<file path="config.mk">
export PLATFORM = sky130hd
export DESIGN_NAME = acm_top
export DESIGN_NICKNAME = d
export VERILOG_FILES = /design/src/core/acm_pkg.sv /design/src/core/acm_top.sv
export SDC_FILE = /design/constraint.sdc
export NUM_CORES = 1
export LEC_CHECK = 0
export ABC_AREA = 1
export BUFFER_PORTS_ARGS = -buffer_cell sky130_fd_sc_hd__buf_2
export CAP_MARGIN = 25
export CORE_MARGIN = 2
export CORE_UTILIZATION = 54
export DETAILED_ROUTE_END_ITERATION = 16
export HOLD_SLACK_MARGIN = 0.08
export PLACE_DENSITY_LB_ADDON = 0.05
export SLEW_MARGIN = 20
export SYNTH_ARGS = -nofsm -noshare
export SYNTH_HDL_FRONTEND = slang
export SYNTH_SLANG_ARGS = --single-unit
</file>
<file path="constraint.sdc">
create_clock -name clk_i -period 3.75 [get_ports clk_i]
set_input_delay 0.75 -clock clk_i [delete_from_list [all_inputs] [get_ports clk_i]]
set_output_delay 0.75 -clock clk_i [all_outputs]
set_load 0.03 [all_outputs]
</file>
<file path="src/core/acm_pkg.sv">
// Shared constants and types of the converter mode and option control.
// Assumes a single 250 MHz core clock; the core and the bench import this package, the host model does not.
`default_nettype none

package acm_pkg;

    // Core clock period and the conversion period it is counted in.
    localparam int CLK_PERIOD_NS = 4;
    localparam int CONV_PERIOD_NS = 1000;
    localparam int CONV_CLKS = CONV_PERIOD_NS / CLK_PERIOD_NS;
    localparam logic [9:0] CONV_LAST = 10'(CONV_CLKS - 1);
    // Filter latency of continuous conversion, in conversion cycles.
    localparam logic [2:0] SETTLE_CYCLES = 3'h5;

    // Command byte layout: mode in the top two bits.
    localparam int CMD_MODE_HI = 7;
    localparam int CMD_MODE_LO = 6;
    localparam int CMD_ADDR_HI = 5;
    localparam int CMD_ADDR_LO = 1;
    localparam int CMD_RD_BIT = 0;
    localparam logic [1:0] CMD_MODE_PD = 2'h1;
    localparam logic [1:0] CMD_MODE_CONV = 2'h2;
    localparam logic [1:0] CMD_MODE_REG = 2'h3;

    // Register addresses within a register-access command.
    localparam logic [4:0] ADDR_MODE = 5'h01;
    localparam logic [4:0] ADDR_OPT = 5'h02;
    localparam logic [4:0] ADDR_DATA = 5'h03;
    localparam logic [4:0] ADDR_STAT = 5'h04;

    // Values after reset.
    localparam logic [7:0] MODE_RST = 8'h00;
    localparam logic [7:0] OPT_RST = 8'h20;

    // Serial frame bit positions.
    localparam logic [4:0] BIT_CMD_LAST = 5'h07;
    localparam logic [4:0] BIT_WDATA_LAST = 5'h0F;

    // Power-down selections.
    localparam logic [1:0] PD_NOP = 2'h0;
    localparam logic [1:0] PD_SLEEP = 2'h1;
    localparam logic [1:0] PD_STANDBY = 2'h2;
    localparam logic [1:0] PD_RESET = 2'h3;

    localparam logic [1:0] SEQ_MODE1 = 2'h1;
    localparam logic [23:0] OFFSET_FLIP = 24'h800000;

    // Conversion mode register, most significant field first.
    typedef struct packed {
        logic [1:0] power_down_select;
        logic [1:0] reserved;
        logic unipolar;
        logic offset_binary;
        logic single_cycle_select;
        logic repeat_single_cycle;
    } acm_mode_t;

    // Optional-function control register, most significant field first.
    typedef struct packed {
        logic ext_clock_select;
        logic fault_current_enable;
        logic regulator_enable;
        logic amp_low_power;
        logic amp_enable;
        logic [2:0] amp_gain_code;
    } acm_opt_t;

    typedef enum {
        ST_SLEEP,
        ST_STANDBY,
        ST_CONV
    } acm_state_t;

endpackage : acm_pkg

`default_nettype wire

</file>
<file path="src/core/acm_top.sv">
// Serial register slave, conversion sequencer and option control outputs.
// Assumes the serial pins come from another domain and the modulator sample
// arrives on the core clock, valid at the end of each conversion period.
`default_nettype none

// Functional notes
// - Polarity bit 1 selects unipolar range, 0 selects bipolar range.
// - Bipolar: format 0 two's complement, 1 offset binary; unipolar straight.
// - Single-cycle 1: one conversion without latency, then sleep.
// - Single-cycle 0 under sequencer mode 1: continuous, first result after five conversion cycles.
// - Ready output goes low only when a settled result is readable.
// - In single-cycle mode 1 under sequencer mode 1, repeat bit 1 repeats, 0 converts once.
// - Option register resets to 0x20 with the documented bit order.
// - External clock bit bypasses oscillator; shared pin 0 becomes input.
// - Fault current bit switches on input current source and sink.
// - Regulator enable bit turns the core regulator on at 1.
// - Low-power bit reduces amplifier power, ignored while amplifier off.
// - Amplifier enable bit enables the amplifier at 1, disables at 0.
// - Gain code 000 is unity gain and the reset value.
// - Power-down field: nop, sleep, standby, reset, run by command mode 01.

module acm_top
    import acm_pkg::*;
(
    input wire logic clk_i,
    input wire logic rst_b_i,
    input wire logic cs_n_i,
    input wire logic sclk_i,
    input wire logic sdi_i,
    output logic sdo_o,
    input wire logic [1:0] seq_mode_i,
    input wire logic [23:0] sample_i,
    output logic result_ready_n_o,
    output logic converting_o,
    output logic standby_o,
    output logic ext_clock_select_o,
    output logic shared_pin0_oe_o,
    output logic fault_current_enable_o,
    output logic regulator_enable_o,
    output logic amp_enable_o,
    output logic amp_low_power_o,
    output logic [7:0] amp_gain_o
);

    ////////////////////////////////////////////////////////////////////////
    // Reset release and pin synchronisers.

    logic [1:0] rst_sync;
    logic rst_n;
    assign rst_n = rst_sync[1];

    always_ff @(posedge clk_i or negedge rst_b_i) begin
        if (!rst_b_i) begin
            rst_sync <= 2'h0;
        end else begin
            rst_sync <= {rst_sync[0], 1'b1};
        end
    end

    // Three stages per pin; the filtered level moves only when the second
    // and third stages agree, so a single metastable sample never counts.
    logic [2:0] cs_s, sclk_s, sdi_s;
    logic cs_lvl, sclk_lvl, sdi_lvl;

    always_ff @(posedge clk_i or negedge rst_n) begin
        if (!rst_n) begin
            cs_s <= 3'h7;
            sclk_s <= 3'h0;
            sdi_s <= 3'h0;
            cs_lvl <= 1'b1;
            sclk_lvl <= 1'b0;
            sdi_lvl <= 1'b0;
        end else begin
            cs_s <= {cs_s[1:0], cs_n_i};
            sclk_s <= {sclk_s[1:0], sclk_i};
            sdi_s <= {sdi_s[1:0], sdi_i};
            if (cs_s[1] == cs_s[2]) cs_lvl <= cs_s[2];
            if (sclk_s[1] == sclk_s[2]) sclk_lvl <= sclk_s[2];
            if (sdi_s[1] == sdi_s[2]) sdi_lvl <= sdi_s[2];
        end
    end

    wire sclk_new = (sclk_s[1] == sclk_s[2]) ? sclk_s[2] : sclk_lvl;
    wire sclk_rise = !cs_lvl && sclk_new && !sclk_lvl;
    wire sclk_fall = !cs_lvl && !sclk_new && sclk_lvl;

    ////////////////////////////////////////////////////////////////////////
    // Serial frame decode.

    logic [4:0] bit_cnt;
    logic [7:0] shift_in;
    logic [7:0] cmd;
    logic [23:0] shift_out;

    wire [7:0] byte_now = {shift_in[6:0], sdi_lvl};
    wire cmd_done = sclk_rise && bit_cnt == BIT_CMD_LAST;
    wire [1:0] cmd_mode = byte_now[CMD_MODE_HI:CMD_MODE_LO];
    wire [4:0] cmd_addr = byte_now[CMD_ADDR_HI:CMD_ADDR_LO];
    wire cmd_rd = byte_now[CMD_RD_BIT];
    wire pd_cmd = cmd_done && cmd_mode == CMD_MODE_PD;
    wire conv_cmd = cmd_done && cmd_mode == CMD_MODE_CONV;
    wire rd_cmd = cmd_done && cmd_mode == CMD_MODE_REG && cmd_rd;
    wire wr_done = sclk_rise && bit_cnt == BIT_WDATA_LAST
        && cmd[CMD_MODE_HI:CMD_MODE_LO] == CMD_MODE_REG && !cmd[CMD_RD_BIT];
    wire [4:0] wr_addr = cmd[CMD_ADDR_HI:CMD_ADDR_LO];
    wire data_read = rd_cmd && cmd_addr == ADDR_DATA;

    acm_mode_t mode_reg;
    acm_opt_t opt_reg;
    acm_state_t state;
    logic [23:0] data_reg;
    logic [2:0] settle;
    logic [23:0] read_word;

    always_comb begin
        case (cmd_addr)
            ADDR_MODE: read_word = {mode_reg, 16'h0000};
            ADDR_OPT: read_word = {opt_reg, 16'h0000};
            ADDR_DATA: read_word = data_reg;
            ADDR_STAT: read_word = {result_ready_n_o, converting_o,
                standby_o, 2'h0, settle, 16'h0000};
            default: read_word = 24'h000000;
        endcase
    end

    always_ff @(posedge clk_i or negedge rst_n) begin
        if (!rst_n) begin
            bit_cnt <= 5'h00;
            shift_in <= 8'h00;
            cmd <= 8'h00;
            shift_out <= 24'h000000;
            sdo_o <= 1'b0;
        end else if (cs_lvl) begin
            bit_cnt <= 5'h00;
            shift_out <= 24'h000000;
        end else if (sclk_rise) begin
            shift_in <= byte_now;
            bit_cnt <= (bit_cnt == 5'h1F) ? bit_cnt : bit_cnt + 5'h01;
            if (cmd_done) cmd <= byte_now;
            if (rd_cmd) shift_out <= read_word;
        end else if (sclk_fall) begin
            sdo_o <= shift_out[23];
            shift_out <= {shift_out[22:0], 1'b0};
        end
    end

    ////////////////////////////////////////////////////////////////////////
    // Register file and power-down commands.

    always_ff @(posedge clk_i or negedge rst_n) begin
        if (!rst_n) begin
            mode_reg <= MODE_RST;
            opt_reg <= OPT_RST;
        end else if (pd_cmd && mode_reg.power_down_select == PD_RESET) begin
            mode_reg <= MODE_RST;
            opt_reg <= OPT_RST;
        end else if (wr_done && wr_addr == ADDR_MODE) begin
            mode_reg <= {shift_in[6:5], 2'h0, shift_in[2:0], sdi_lvl};
            mode_reg.reserved <= 2'h0;
        end else if (wr_done && wr_addr == ADDR_OPT) begin
            opt_reg <= byte_now;
        end
    end

    ////////////////////////////////////////////////////////////////////////
    // Conversion sequencer.

    // Range and format are latched at each conversion start (gain is not), so a
    // write during a conversion never splits one result across range or format.
    acm_mode_t cfg_l;
    logic [9:0] conv_cnt;
    logic settled;

    // Outside sequencer mode 1 the converter runs single-cycle regardless.
    wire single_eff = mode_reg.single_cycle_select
        || seq_mode_i != SEQ_MODE1;
    wire cfg_single = cfg_l.single_cycle_select || seq_mode_i != SEQ_MODE1;
    wire repeat_eff = cfg_l.repeat_single_cycle
        && seq_mode_i == SEQ_MODE1;
    wire conv_end = state == ST_CONV && conv_cnt == CONV_LAST;
    wire result_now = conv_end && (cfg_single
        || settle == SETTLE_CYCLES - 3'h1 || settled);
    wire stop_now = conv_end && cfg_single && !repeat_eff;
    wire pd_stop = pd_cmd && mode_reg.power_down_select != PD_NOP;

    function automatic logic [23:0] code_of(input acm_mode_t c,
                                            input logic [23:0] raw);
        if (c.unipolar) code_of = raw;
        else if (c.offset_binary) code_of = raw ^ OFFSET_FLIP;
        else code_of = raw;
    endfunction : code_of

    always_ff @(posedge clk_i or negedge rst_n) begin
        if (!rst_n) begin
            state <= ST_SLEEP;
            cfg_l <= MODE_RST;
            conv_cnt <= 10'h000;
            settle <= 3'h0;
            settled <= 1'b0;
            data_reg <= 24'h000000;
        end else if (pd_stop) begin
            state <= mode_reg.power_down_select == PD_STANDBY
                ? ST_STANDBY : ST_SLEEP;
            conv_cnt <= 10'h000;
        end else if (conv_cmd && state != ST_CONV) begin
            state <= ST_CONV;
            cfg_l <= mode_reg;
            cfg_l.single_cycle_select <= single_eff;
            conv_cnt <= 10'h000;
            settle <= 3'h0;
            settled <= 1'b0;
        end else if (state == ST_CONV) begin
            conv_cnt <= conv_end ? 10'h000 : conv_cnt + 10'h001;
            if (conv_end) begin
                cfg_l <= mode_reg;
                if (result_now) data_reg <= code_of(cfg_l, sample_i);
                if (!settled) settle <= settle + 3'h1;
                if (settle == SETTLE_CYCLES - 3'h1) settled <= 1'b1;
                if (stop_now) state <= ST_SLEEP;
            end
        end
    end

    ////////////////////////////////////////////////////////////////////////
    // Outputs to the analog side and ready flag.

    function automatic logic [7:0] gain_of(input logic [2:0] code);
        gain_of = 8'h01 << code;
    endfunction : gain_of

    always_ff @(posedge clk_i or negedge rst_n) begin
        if (!rst_n) begin
            result_ready_n_o <= 1'b1;
        end else if (result_now) begin
            result_ready_n_o <= 1'b0;
        end else if (data_read || (conv_cmd && state != ST_CONV)) begin
            result_ready_n_o <= 1'b1;
        end
    end

    always_ff @(posedge clk_i or negedge rst_n) begin
        if (!rst_n) begin
            converting_o <= 1'b0;
            standby_o <= 1'b0;
            ext_clock_select_o <= 1'b0;
            shared_pin0_oe_o <= 1'b0;
            fault_current_enable_o <= 1'b0;
            regulator_enable_o <= 1'b1;
            amp_enable_o <= 1'b0;
            amp_low_power_o <= 1'b0;
            amp_gain_o <= 8'h01;
        end else begin
            converting_o <= state == ST_CONV;
            standby_o <= state == ST_STANDBY;
            ext_clock_select_o <= opt_reg.ext_clock_select;
            shared_pin0_oe_o <= 1'b0;
            fault_current_enable_o <= opt_reg.fault_current_enable;
            regulator_enable_o <= opt_reg.regulator_enable;
            amp_enable_o <= opt_reg.amp_enable;
            amp_low_power_o <= opt_reg.amp_low_power
                && opt_reg.amp_enable;
            amp_gain_o <= gain_of(opt_reg.amp_gain_code);
        end
    end
endmodule : acm_top

`default_nettype wire

</file>
==> results.py, run 1 <==
metrics = {
    "clock_tree": {
        "clock_latency_ps": 420,
        "cts_setup_buffers": 0,
        "clkTransAtPathRegs_ps": 60,
        "hold_buffers": 0,
        "clock_sinks": 133,
        "cts_tree": "built",
        "clockBufferDepth": 2,
        "cts_root_buf": "clkbuf_16",
        "cts.repair.resized": 0,
        "cts_made_buffers": 17,
        "cts-htree-levels": 4,
    },
    "flow_run": {
        "drv_cap": 0,
    },
    "critical_path": {
        "cp_max_fo": 36,
        "crit_family": "simple AND/OR/NAND/NOR gates",
        "crit_chain": "inv_2, nand4_4, buf_4, nor3_1, nand3_2, nand2_2, o21ai_0",
        "setup.worst_path.end_class": "flip-flop",
        "max_stage_delay_ps": 570,
        "arrival_ps": 2910,
        "crit_buf_inv": 2,
        "cp_slowest_cell": "nand2_2",
        "critPathRequiredTime_ps": 4030,
        "worstSetupStartpointType": "flip-flop",
        "path_class": "flip-flop to flip-flop",
    },
    "yosys": {
        "synth-edff-count": 0,
        "syn_nets": 780,
        "synth.distinct_cells": 36,
        "ys_seq_area_frac": 0.536,
        "synth_area_um2": 6230,
        "async_reset_ff_frac": 1.00,
        "synth_ff_type": "dfrtp_1",
        "syn_area_per_cell_um2": 8.39,
        "yosysWarnings": 0,
        "synth-seq-cells": 133,
        "synth_cells": 742,
    },
    "floorplan": {
        "die_x_um": 111,
        "dieArea_um2": 12400,
        "die_h_um": 111,
        "rows": 39,
        "core_um2": 11300,
        "start_util": 0.550,
        "io_pins": 49,
    },
    "pwr": {
        "switching_share": 0.251,
        "intPower_w": 0.00259,
        "p_seq_frac": 0.454,
        "p_comb_frac": 0.073,
        "power_leakage_nw": 3.68,
        "switchingPower_w": 0.000871,
        "ir_drop_mv": 0.595,
        "p_clk_frac": 0.473,
        "p_per_area_nw_per_um2": 487,
    },
    "timing": {
        "finalHoldViolations": 0,
        "max_slew_margin": 0.481,
        "clock_skew_ps": 9.20,
        "timing.fmax_mhz": 380,
        "finalSetupViolCount": 0,
        "fin_crit_ps": 2630,
        "setup_ws_ps": 1120,
        "rsz0062_at_grt": "no",
        "fin_tns_setup_ps": 0,
        "post-route-period-util": 0.702,
        "drv_slew": 0,
        "worst_pin_slew_ps": 778,
    },
    "placed_design": {
        "io_buffers": 47,
        "dpl.hpwl_um": 9120,
        "placed_cells": 906,
        "placedInstanceArea_um2": 6520,
        "gp_congestion": 0.869,
        "pre_cts_slack_ps": 1110,
    },
    "finish": {
        "syn_to_final_growth_pct": 14.2,
        "layoutNonFillerInstCount": 938,
        "diodes": 0,
        "design_area_um2": 7110,
        "layout.nets": 820,
        "layout-drive-gt1-share": 0.143,
        "nFillCells": 1002,
    },
    "global_route": {
        "grt_pass1_wl_um": 23700,
        "track_usage": 0.237,
        "grt.overflow.total": 0,
        "grt_pass1_vias": 4846,
        "grt_max_degree": 61,
        "antenna_found_initial": 0,
    },
    "detailed_routing": {
        "drtIter0Drc": 331,
        "ant_nets": 0,
        "wl_um": 13800,
        "first_pass_iters": 5,
        "vias": 5133,
        "remaining_drc_errors": 0,
        "wl_per_cell_um": 14.8,
        "drt-vias-per-instance": 5.47,
    },
    "min_path": {
        "hp-class": "primary input to asynchronous set/reset pin",
    },
    "outcome": {
        "status": "complete, no violations",
    },
}
## per-layer routing
layer  vias to the layer above  wire [um]  share of wire  GRT usage
met2                       126       6420           0.46      0.356
met5                         -          0              0          0
met4                         0        186          0.013     0.0757
met3                        20        650          0.047     0.0626
met1                      2476       6580           0.48      0.342
li1                       2511          -              -          -
## power by group through the flow
stage | combinational [W] | clock [W] | sequential, W
after detailed placement | 0.000246 | 0 | 0.00159
after global placement | 0.000241 | 0 | 0.00159
final | 0.000253 | 0.00164 | 0.00157
after floorplan | 0.000189 | 0 | 0.00156
after global routing | 0.000287 | 0.00173 | 0.00158
after CTS | 0.000249 | 0.00166 | 0.00157
## per-stage QoR
step	hold WS (ps)	power (W)	util
2_1_floorplan	331	0.00175	-
3_3_place_gp	333	0.00183	0.576
3_5_place_dp	336	0.00184	0.576
4_1_cts	93.4	0.00348	0.628
5_1_grt	90.3	0.00360	0.628
6_report	112	0.00347	0.628
## cells by family after synthesis
logic type,Yosys count,synth area share
AOI/OAI and AO/OA,88,0.0737
xor gates and xnor gates,8,0.0113
adders and majority gates,9,0.0173
buffers and inverters,99,0.0677
DFF,133,0.536
other,2,0.00121
and+or+nand+nor,403,0.293
## placed cells by master (no fill, tap or decap), types with 3 or more instances in the layout
cell type  instances
o21ai_0           51
buf_2             47
nand3_2            4
clkinv_2           5
dfrtp_1          124
buf_4              7
a21oi_1           17
nand4_1           49
clkbuf_8           4
dfstp_2            8
o21ai_1           13
clkbuf_16         17
inv_2              3
nand3_1           52
nor3_1            14
inv_1             62
nor2_1            47
xor2_1             6
nand2_2            5
nand2_1          224
ha_1               7
## final timing paths
path                             startpoint            to  slack [ps]  cells past startpoint
worst max-delay path                 cs_lvl  data_reg[23]        1120                      7
worst min-delay path                rst_b_i   rst_sync[0]         110                      1
worst max register to register       cs_lvl  data_reg[23]        1120                      7
worst min register to register     sdi_s[0]      sdi_s[1]         350                      0
max in group asynchronous       rst_sync[1]       cs_s[1]        2450                      1
min in group clk_i                 sdi_s[0]      sdi_s[1]         350                      0
## area by class of cell
cell class | count | area (um^2) | area share
clock buffers | 23 | 488 | 0.0686
clock inverters | 9 | 100 | 0.0141
well taps | 143 | 179 | 0.0252
multi-input cells | 510 | 2470 | 0.347
repair buffers | 54 | 288 | 0.0405
flip-flops and latches | 133 | 3340 | 0.470
inverters | 66 | 248 | 0.0348
## cells in the mapped netlist (4+ instances only)
cell	instances	area, um^2
nor3_1	14	70.1
nand3_2	4	40.0
nand2_1	224	841
buf_2	7	35.0
nand4_1	49	307
a21oi_1	17	85.1
xor2_1	6	52.6
buf_4	5	37.5
ha_1	7	87.6
o21ai_1	13	65.1
nand3_1	52	260
clkbuf_1	17	63.8
dfstp_2	8	210
nor2_1	47	176
inv_1	62	233
dfrtp_1	125	3130
nand2_2	5	31.3
o21ai_0	51	255
(Power assumes the default switching activity.)
==> run 2: changes to the inputs <==
Clock period 3.75 ns to 2.35 ns, I/O delays scaled along.
==> results.py, run 2 (synthesis gave the netlist of run 1 again) <==
metrics = {
    "min_path": {
        "min_path_cells": 1,
        "min_to": "cs_s[0]",
        "hp-class": "primary input to flip-flop",
        "min_from": "cs_n_i",
    },
    "floorplan": {
        "core_um2": 11300,
        "die_x_um": 111,
        "die_h_um": 111,
        "rows": 39,
        "io_pins": 49,
        "dieArea_um2": 12400,
        "start_util": 0.550,
    },
    "finish": {
        "syn_to_final_growth_pct": 15.1,
        "mostFrequentLayoutCells": "224 x nand2_1, 124 x dfrtp_1, 62 x inv_1",
        "final_common_cell": "nand2_1",
        "layout-drive-gt1-share": 0.148,
        "diodes": 0,
        "layout.nets": 831,
        "design_area_um2": 7170,
    },
    "timing": {
        "worst_pin_slew_ps": 734,
        "rsz0062_at_grt": "no",
        "finalSetupViolCount": 0,
        "post-route-period-util": 0.911,
        "finalHoldViolations": 0,
        "fin_tns_setup_ps": 0,
        "timing.fmax_mhz": 467,
        "drv_slew": 0,
        "max_slew_margin": 0.510,
        "fin_crit_ps": 2140,
        "clock_skew_ps": 11.5,
    },
    "clock_tree": {
        "cts_made_buffers": 17,
        "cts_root_buf": "clkbuf_16",
        "clock_latency_ps": 430,
        "cts-htree-levels": 4,
        "cts_tree": "built",
        "clock_sinks": 133,
        "cts_setup_buffers": 0,
        "clkTransAtPathRegs_ps": 60,
        "clockBufferDepth": 2,
    },
    "global_route": {
        "antenna_found_initial": 0,
        "grt_max_degree": 57,
        "track_usage": 0.249,
        "grt_pass1_vias": 5014,
        "grt_pass1_wl_um": 24400,
        "grt.overflow.total": 0,
    },
    "placed_design": {
        "dpl.hpwl_um": 9640,
        "gp_congestion": 0.864,
        "io_buffers": 47,
        "placedInstanceArea_um2": 6620,
    },
    "detailed_routing": {
        "wl_per_cell_um": 15.0,
        "vias": 5165,
        "ant_nets": 0,
        "remaining_drc_errors": 0,
        "drtIter0Drc": 452,
        "wl_um": 14200,
        "first_pass_iters": 5,
        "drt-vias-per-instance": 5.44,
    },
    "critical_path": {
        "critPathRequiredTime_ps": 2670,
        "max_stage_delay_ps": 510,
        "setup.worst_path.end_class": "flip-flop",
        "worstSetupStartpointType": "flip-flop",
        "arrival_ps": 2460,
        "path_class": "flip-flop to flip-flop",
        "reg2reg_to": "shift_out[21]",
        "r2r_cells": 10,
        "crit_chain": "nor2_1, buf_4, nand3_1, clkinv_1, nand2_1, nand3_1, nand2_1, o21ai_0, nand2_1, nand2_1",
        "r2r_setup_slack_ps": 210,
        "cp_slowest_cell": "clkinv_1",
        "cp_common_cell": "nand2_1",
        "crit-reg2reg-launch": "shift_in[3]",
        "cp_max_fo": 19,
    },
    "pwr": {
        "p_per_area_nw_per_um2": 751,
        "power_leakage_nw": 3.72,
        "ir_drop_mv": 0.628,
    },
    "flow_run": {
        "drv_cap": 0,
    },
    "outcome": {
        "status": "complete, no violations",
    },
}
[run 2: metrics by stage]
stage	instances	power, W	hold slack, ps	setup WS [ps]	util
6_report	949	0.00538	144	209	0.633
5_1_grt	949	0.00562	125	27.2	0.633
4_1_cts	949	0.00543	121	243	0.633
3_5_place_dp	916	0.00299	253	239	0.585
3_3_place_gp	916	0.00297	251	246	0.585
2_1_floorplan	742	0.00280	174	145	-
[run 2: layer usage]
| layer | share of wire | vias to the layer above | GRT usage | wire, um |
|---|---|---|---|---|
| met5 | 0 | - | 0 | 0 |
| met4 | 0.014 | 0 | 0.0872 | 202 |
| met3 | 0.049 | 16 | 0.0680 | 700 |
| met2 | 0.47 | 131 | 0.392 | 6740 |
| met1 | 0.46 | 2488 | 0.338 | 6560 |
| li1 | - | 2530 | - | - |
[run 2: worst max-delay path by stage]
stage                     cells after the start       endpoint         from  slack, ps
after CTS                                     8  shift_out[20]       cs_lvl        240
after global routing                          9     opt_reg[3]       cs_lvl         30
after global placement                       10  shift_out[21]  shift_in[3]        250
after detailed placement                      8  shift_out[20]       cs_lvl        240
final                                        10  shift_out[21]  shift_in[3]        210
after floorplan                               0   amp_enable_o  rst_sync[1]        140
[run 2: where the power goes]
group | total [W] | switching [W] | internal, W
sequential | 0.00248 | 0.000106 | 0.00237
combinational | 0.000492 | 0.000340 | 0.000151
clock | 0.00242 | 0.000919 | 0.00150
[run 2: cell type report]
cell class              instances  area [um^2]
inverters                      66          248
multi-input cells             510         2470
fillers                       967         4150
flip-flops and latches        133         3340
well taps                     143          179
clock buffers                  26          479
repair buffers                 65          398
clock inverters                 6         55.1
[run 2: critical path: cells and delay by family (launching register included)]
family / cells / cell delay (ps)
flip-flops: 1 / 490
buffers and inverters: 2 / 680
AO/OA/AOI/OAI: 1 / 90
AND/OR/NAND/NOR: 7 / 760
[run 2: what timing repair did]
action / in CTS / in global routing
hold buffers: 1 / 0
resized for setup: 0 / 0
hold endpoints to repair: 2 / 0
==> run 3: changes to the inputs <==
--- a/config.mk
+++ b/config.mk
@@ -13,2 +13,3 @@
 export DETAILED_ROUTE_END_ITERATION = 16
+export GPL_TIMING_DRIVEN = 0
 export HOLD_SLACK_MARGIN = 0.08
==> constraint.sdc (replaced) <==
create_clock -name clk_i -period 2.35 [get_ports clk_i]
set_input_delay 0.1175 -clock clk_i [delete_from_list [all_inputs] [get_ports clk_i]]
set_output_delay 0.1175 -clock clk_i [all_outputs]
set_load 0.03 [all_outputs]
==> results.py, run 3 (synthesis gave the netlist of run 1 again) <==
metrics = {
    "critical_path": {
        "worstSetupStartpoint": "bit_cnt[0]",
        "r2r_setup_slack_ps": 280,
        "worstSetupStartpointType": "flip-flop",
        "arrival_ps": 2360,
        "cp_max_fo": 7,
        "crit_buf_inv": 1,
        "setup.worst_path.end_class": "flip-flop",
        "critPathRequiredTime_ps": 2650,
        "cp_slowest_cell": "dfrtp_1",
        "path_class": "flip-flop to flip-flop",
        "crit-reg2reg-launch": "bit_cnt[0]",
        "crit_family": "compound AO/OA/AOI/OAI gates",
        "max_stage_delay_ps": 390,
        "crit_chain": "ha_1, nand2_1, nor2_1, ha_1, nand4_1, nor2_1, inv_1, o21ai_1, o21ai_0",
    },
    "global_route": {
        "grt.overflow.total": 0,
        "track_usage": 0.255,
        "grt_max_degree": 58,
        "antenna_found_initial": 0,
        "grt_pass1_wl_um": 25000,
        "grt_pass1_vias": 5209,
    },
    "timing": {
        "post-route-period-util": 0.880,
        "worst_pin_slew_ps": 541,
        "finalHoldViolations": 0,
        "finalSetupViolCount": 0,
        "timing.fmax_mhz": 483,
        "rsz0062_at_grt": "no",
        "max_slew_margin": 0.638,
        "fin_tns_setup_ps": 0,
        "fin_crit_ps": 2070,
        "drv_slew": 0,
        "clock_skew_ps": 6.12,
    },
    "clock_tree": {
        "clock_latency_ps": 430,
        "cts_root_buf": "clkbuf_16",
        "clkTransAtPathRegs_ps": 60,
        "cts_setup_buffers": 0,
        "cts_made_buffers": 17,
        "clock_sinks": 133,
        "clockBufferDepth": 2,
        "cts-htree-levels": 4,
        "cts_tree": "built",
    },
    "finish": {
        "syn_to_final_growth_pct": 22.4,
        "final_common_cell": "nand2_1",
        "layout.nets": 877,
        "mostFrequentLayoutCells": "224 x nand2_1, 124 x dfrtp_1, 62 x inv_1",
        "layoutNonFillerInstCount": 995,
        "layout-drive-gt1-share": 0.147,
        "nFillCells": 924,
        "diodes": 0,
    },
    "min_path": {
        "hp-class": "primary input to flip-flop",
        "min_from": "seq_mode_i[1]",
    },
    "pwr": {
        "p_per_area_nw_per_um2": 761,
        "power_leakage_nw": 3.89,
        "ir_drop_mv": 0.829,
    },
    "flow_run": {
        "drv_cap": 0,
    },
    "detailed_routing": {
        "wl_per_cell_um": 14.4,
        "remaining_drc_errors": 0,
        "drtIter0Drc": 423,
        "ant_nets": 0,
        "drt-vias-per-instance": 5.33,
        "vias": 5305,
        "first_pass_iters": 5,
        "wl_um": 14400,
    },
    "floorplan": {
        "io_pins": 49,
        "die_h_um": 111,
        "dieArea_um2": 12400,
        "die_x_um": 111,
        "start_util": 0.550,
        "core_um2": 11300,
        "rows": 39,
    },
    "placed_design": {
        "dpl.hpwl_um": 9830,
        "placed_cells": 934,
        "io_buffers": 47,
        "gp_congestion": 0.874,
    },
    "outcome": {
        "status": "complete, no violations",
    },
}
==> run 3: metal layers <==
metal,wire (um),vias up,global-route usage
li1,-,2636,-
met1,6810,2516,0.353
met2,6600,132,0.398
met3,716,21,0.0648
met4,221,0,0.0831
met5,0,-,0
==> run 3: final cells by class <==
class | count | area, um^2 | area share
Sequential cell | 133 | 3340 | 0.438
Multi-Input combinational cell | 510 | 2470 | 0.324
Timing Repair Buffer | 78 | 581 | 0.0761
Clock buffer | 20 | 457 | 0.0599
Inverter | 66 | 248 | 0.0325
Tap cell | 143 | 179 | 0.0235
Clock inverter | 12 | 178 | 0.0233
Buffer | 33 | 174 | 0.0228
==> run 3: where the power goes <==
part / leakage [nW] / internal (W) / switching (W)
registers: 1.78 / 0.00237 / 0.0000849
clock network: 0.298 / 0.00183 / 0.00100
logic: 1.81 / 0.000159 / 0.000359
total: 3.89 / 0.00436 / 0.00145
==> run 3: final timing paths <==
| check | end | cells after the start |
|---|---|---|
| max | mode_reg[1] | 9 |
| min | cfg_l[1] | 5 |
| max reg2reg | mode_reg[1] | 9 |
| min reg2reg | conv_cnt[9] | 0 |
| max in group asynchronous | opt_reg[5] | 2 |
| min in group asynchronous | conv_cnt[9] | 0 |
==> run 3: worst register-to-register path: cells and delay by family, from the launching register on <==
family | cells | cell delay (ps)
DFF | 1 | 390
and+or+nand+nor | 4 | 530
adders and majority gates | 2 | 400
buffers and inverters | 1 | 80
AOI/OAI and AO/OA | 2 | 540
==> run 3: repair_timing <==
| item | in CTS | in global routing |
|---|---|---|
| gates resized for setup | 0 | 0 |
| endpoints found under the setup margin | 0 | 0 |
| hold endpoints to repair | 29 | 0 |
| hold buffers | 29 | 0 |
==> run 3: through the flow <==
stage	total power [W]	util	cell area, um^2	hold slack [ps]	setup slack (ps)
global placement	0.00294	0.587	6640	-96.2	-624
detailed placement	0.00296	0.592	6700	-94.1	301
CTS	0.00583	0.674	7620	140	292
global route	0.00602	0.674	7620	185	59.6
floorplan	0.00280	-	6230	-178	145
finish	0.00580	0.674	7620	157	281
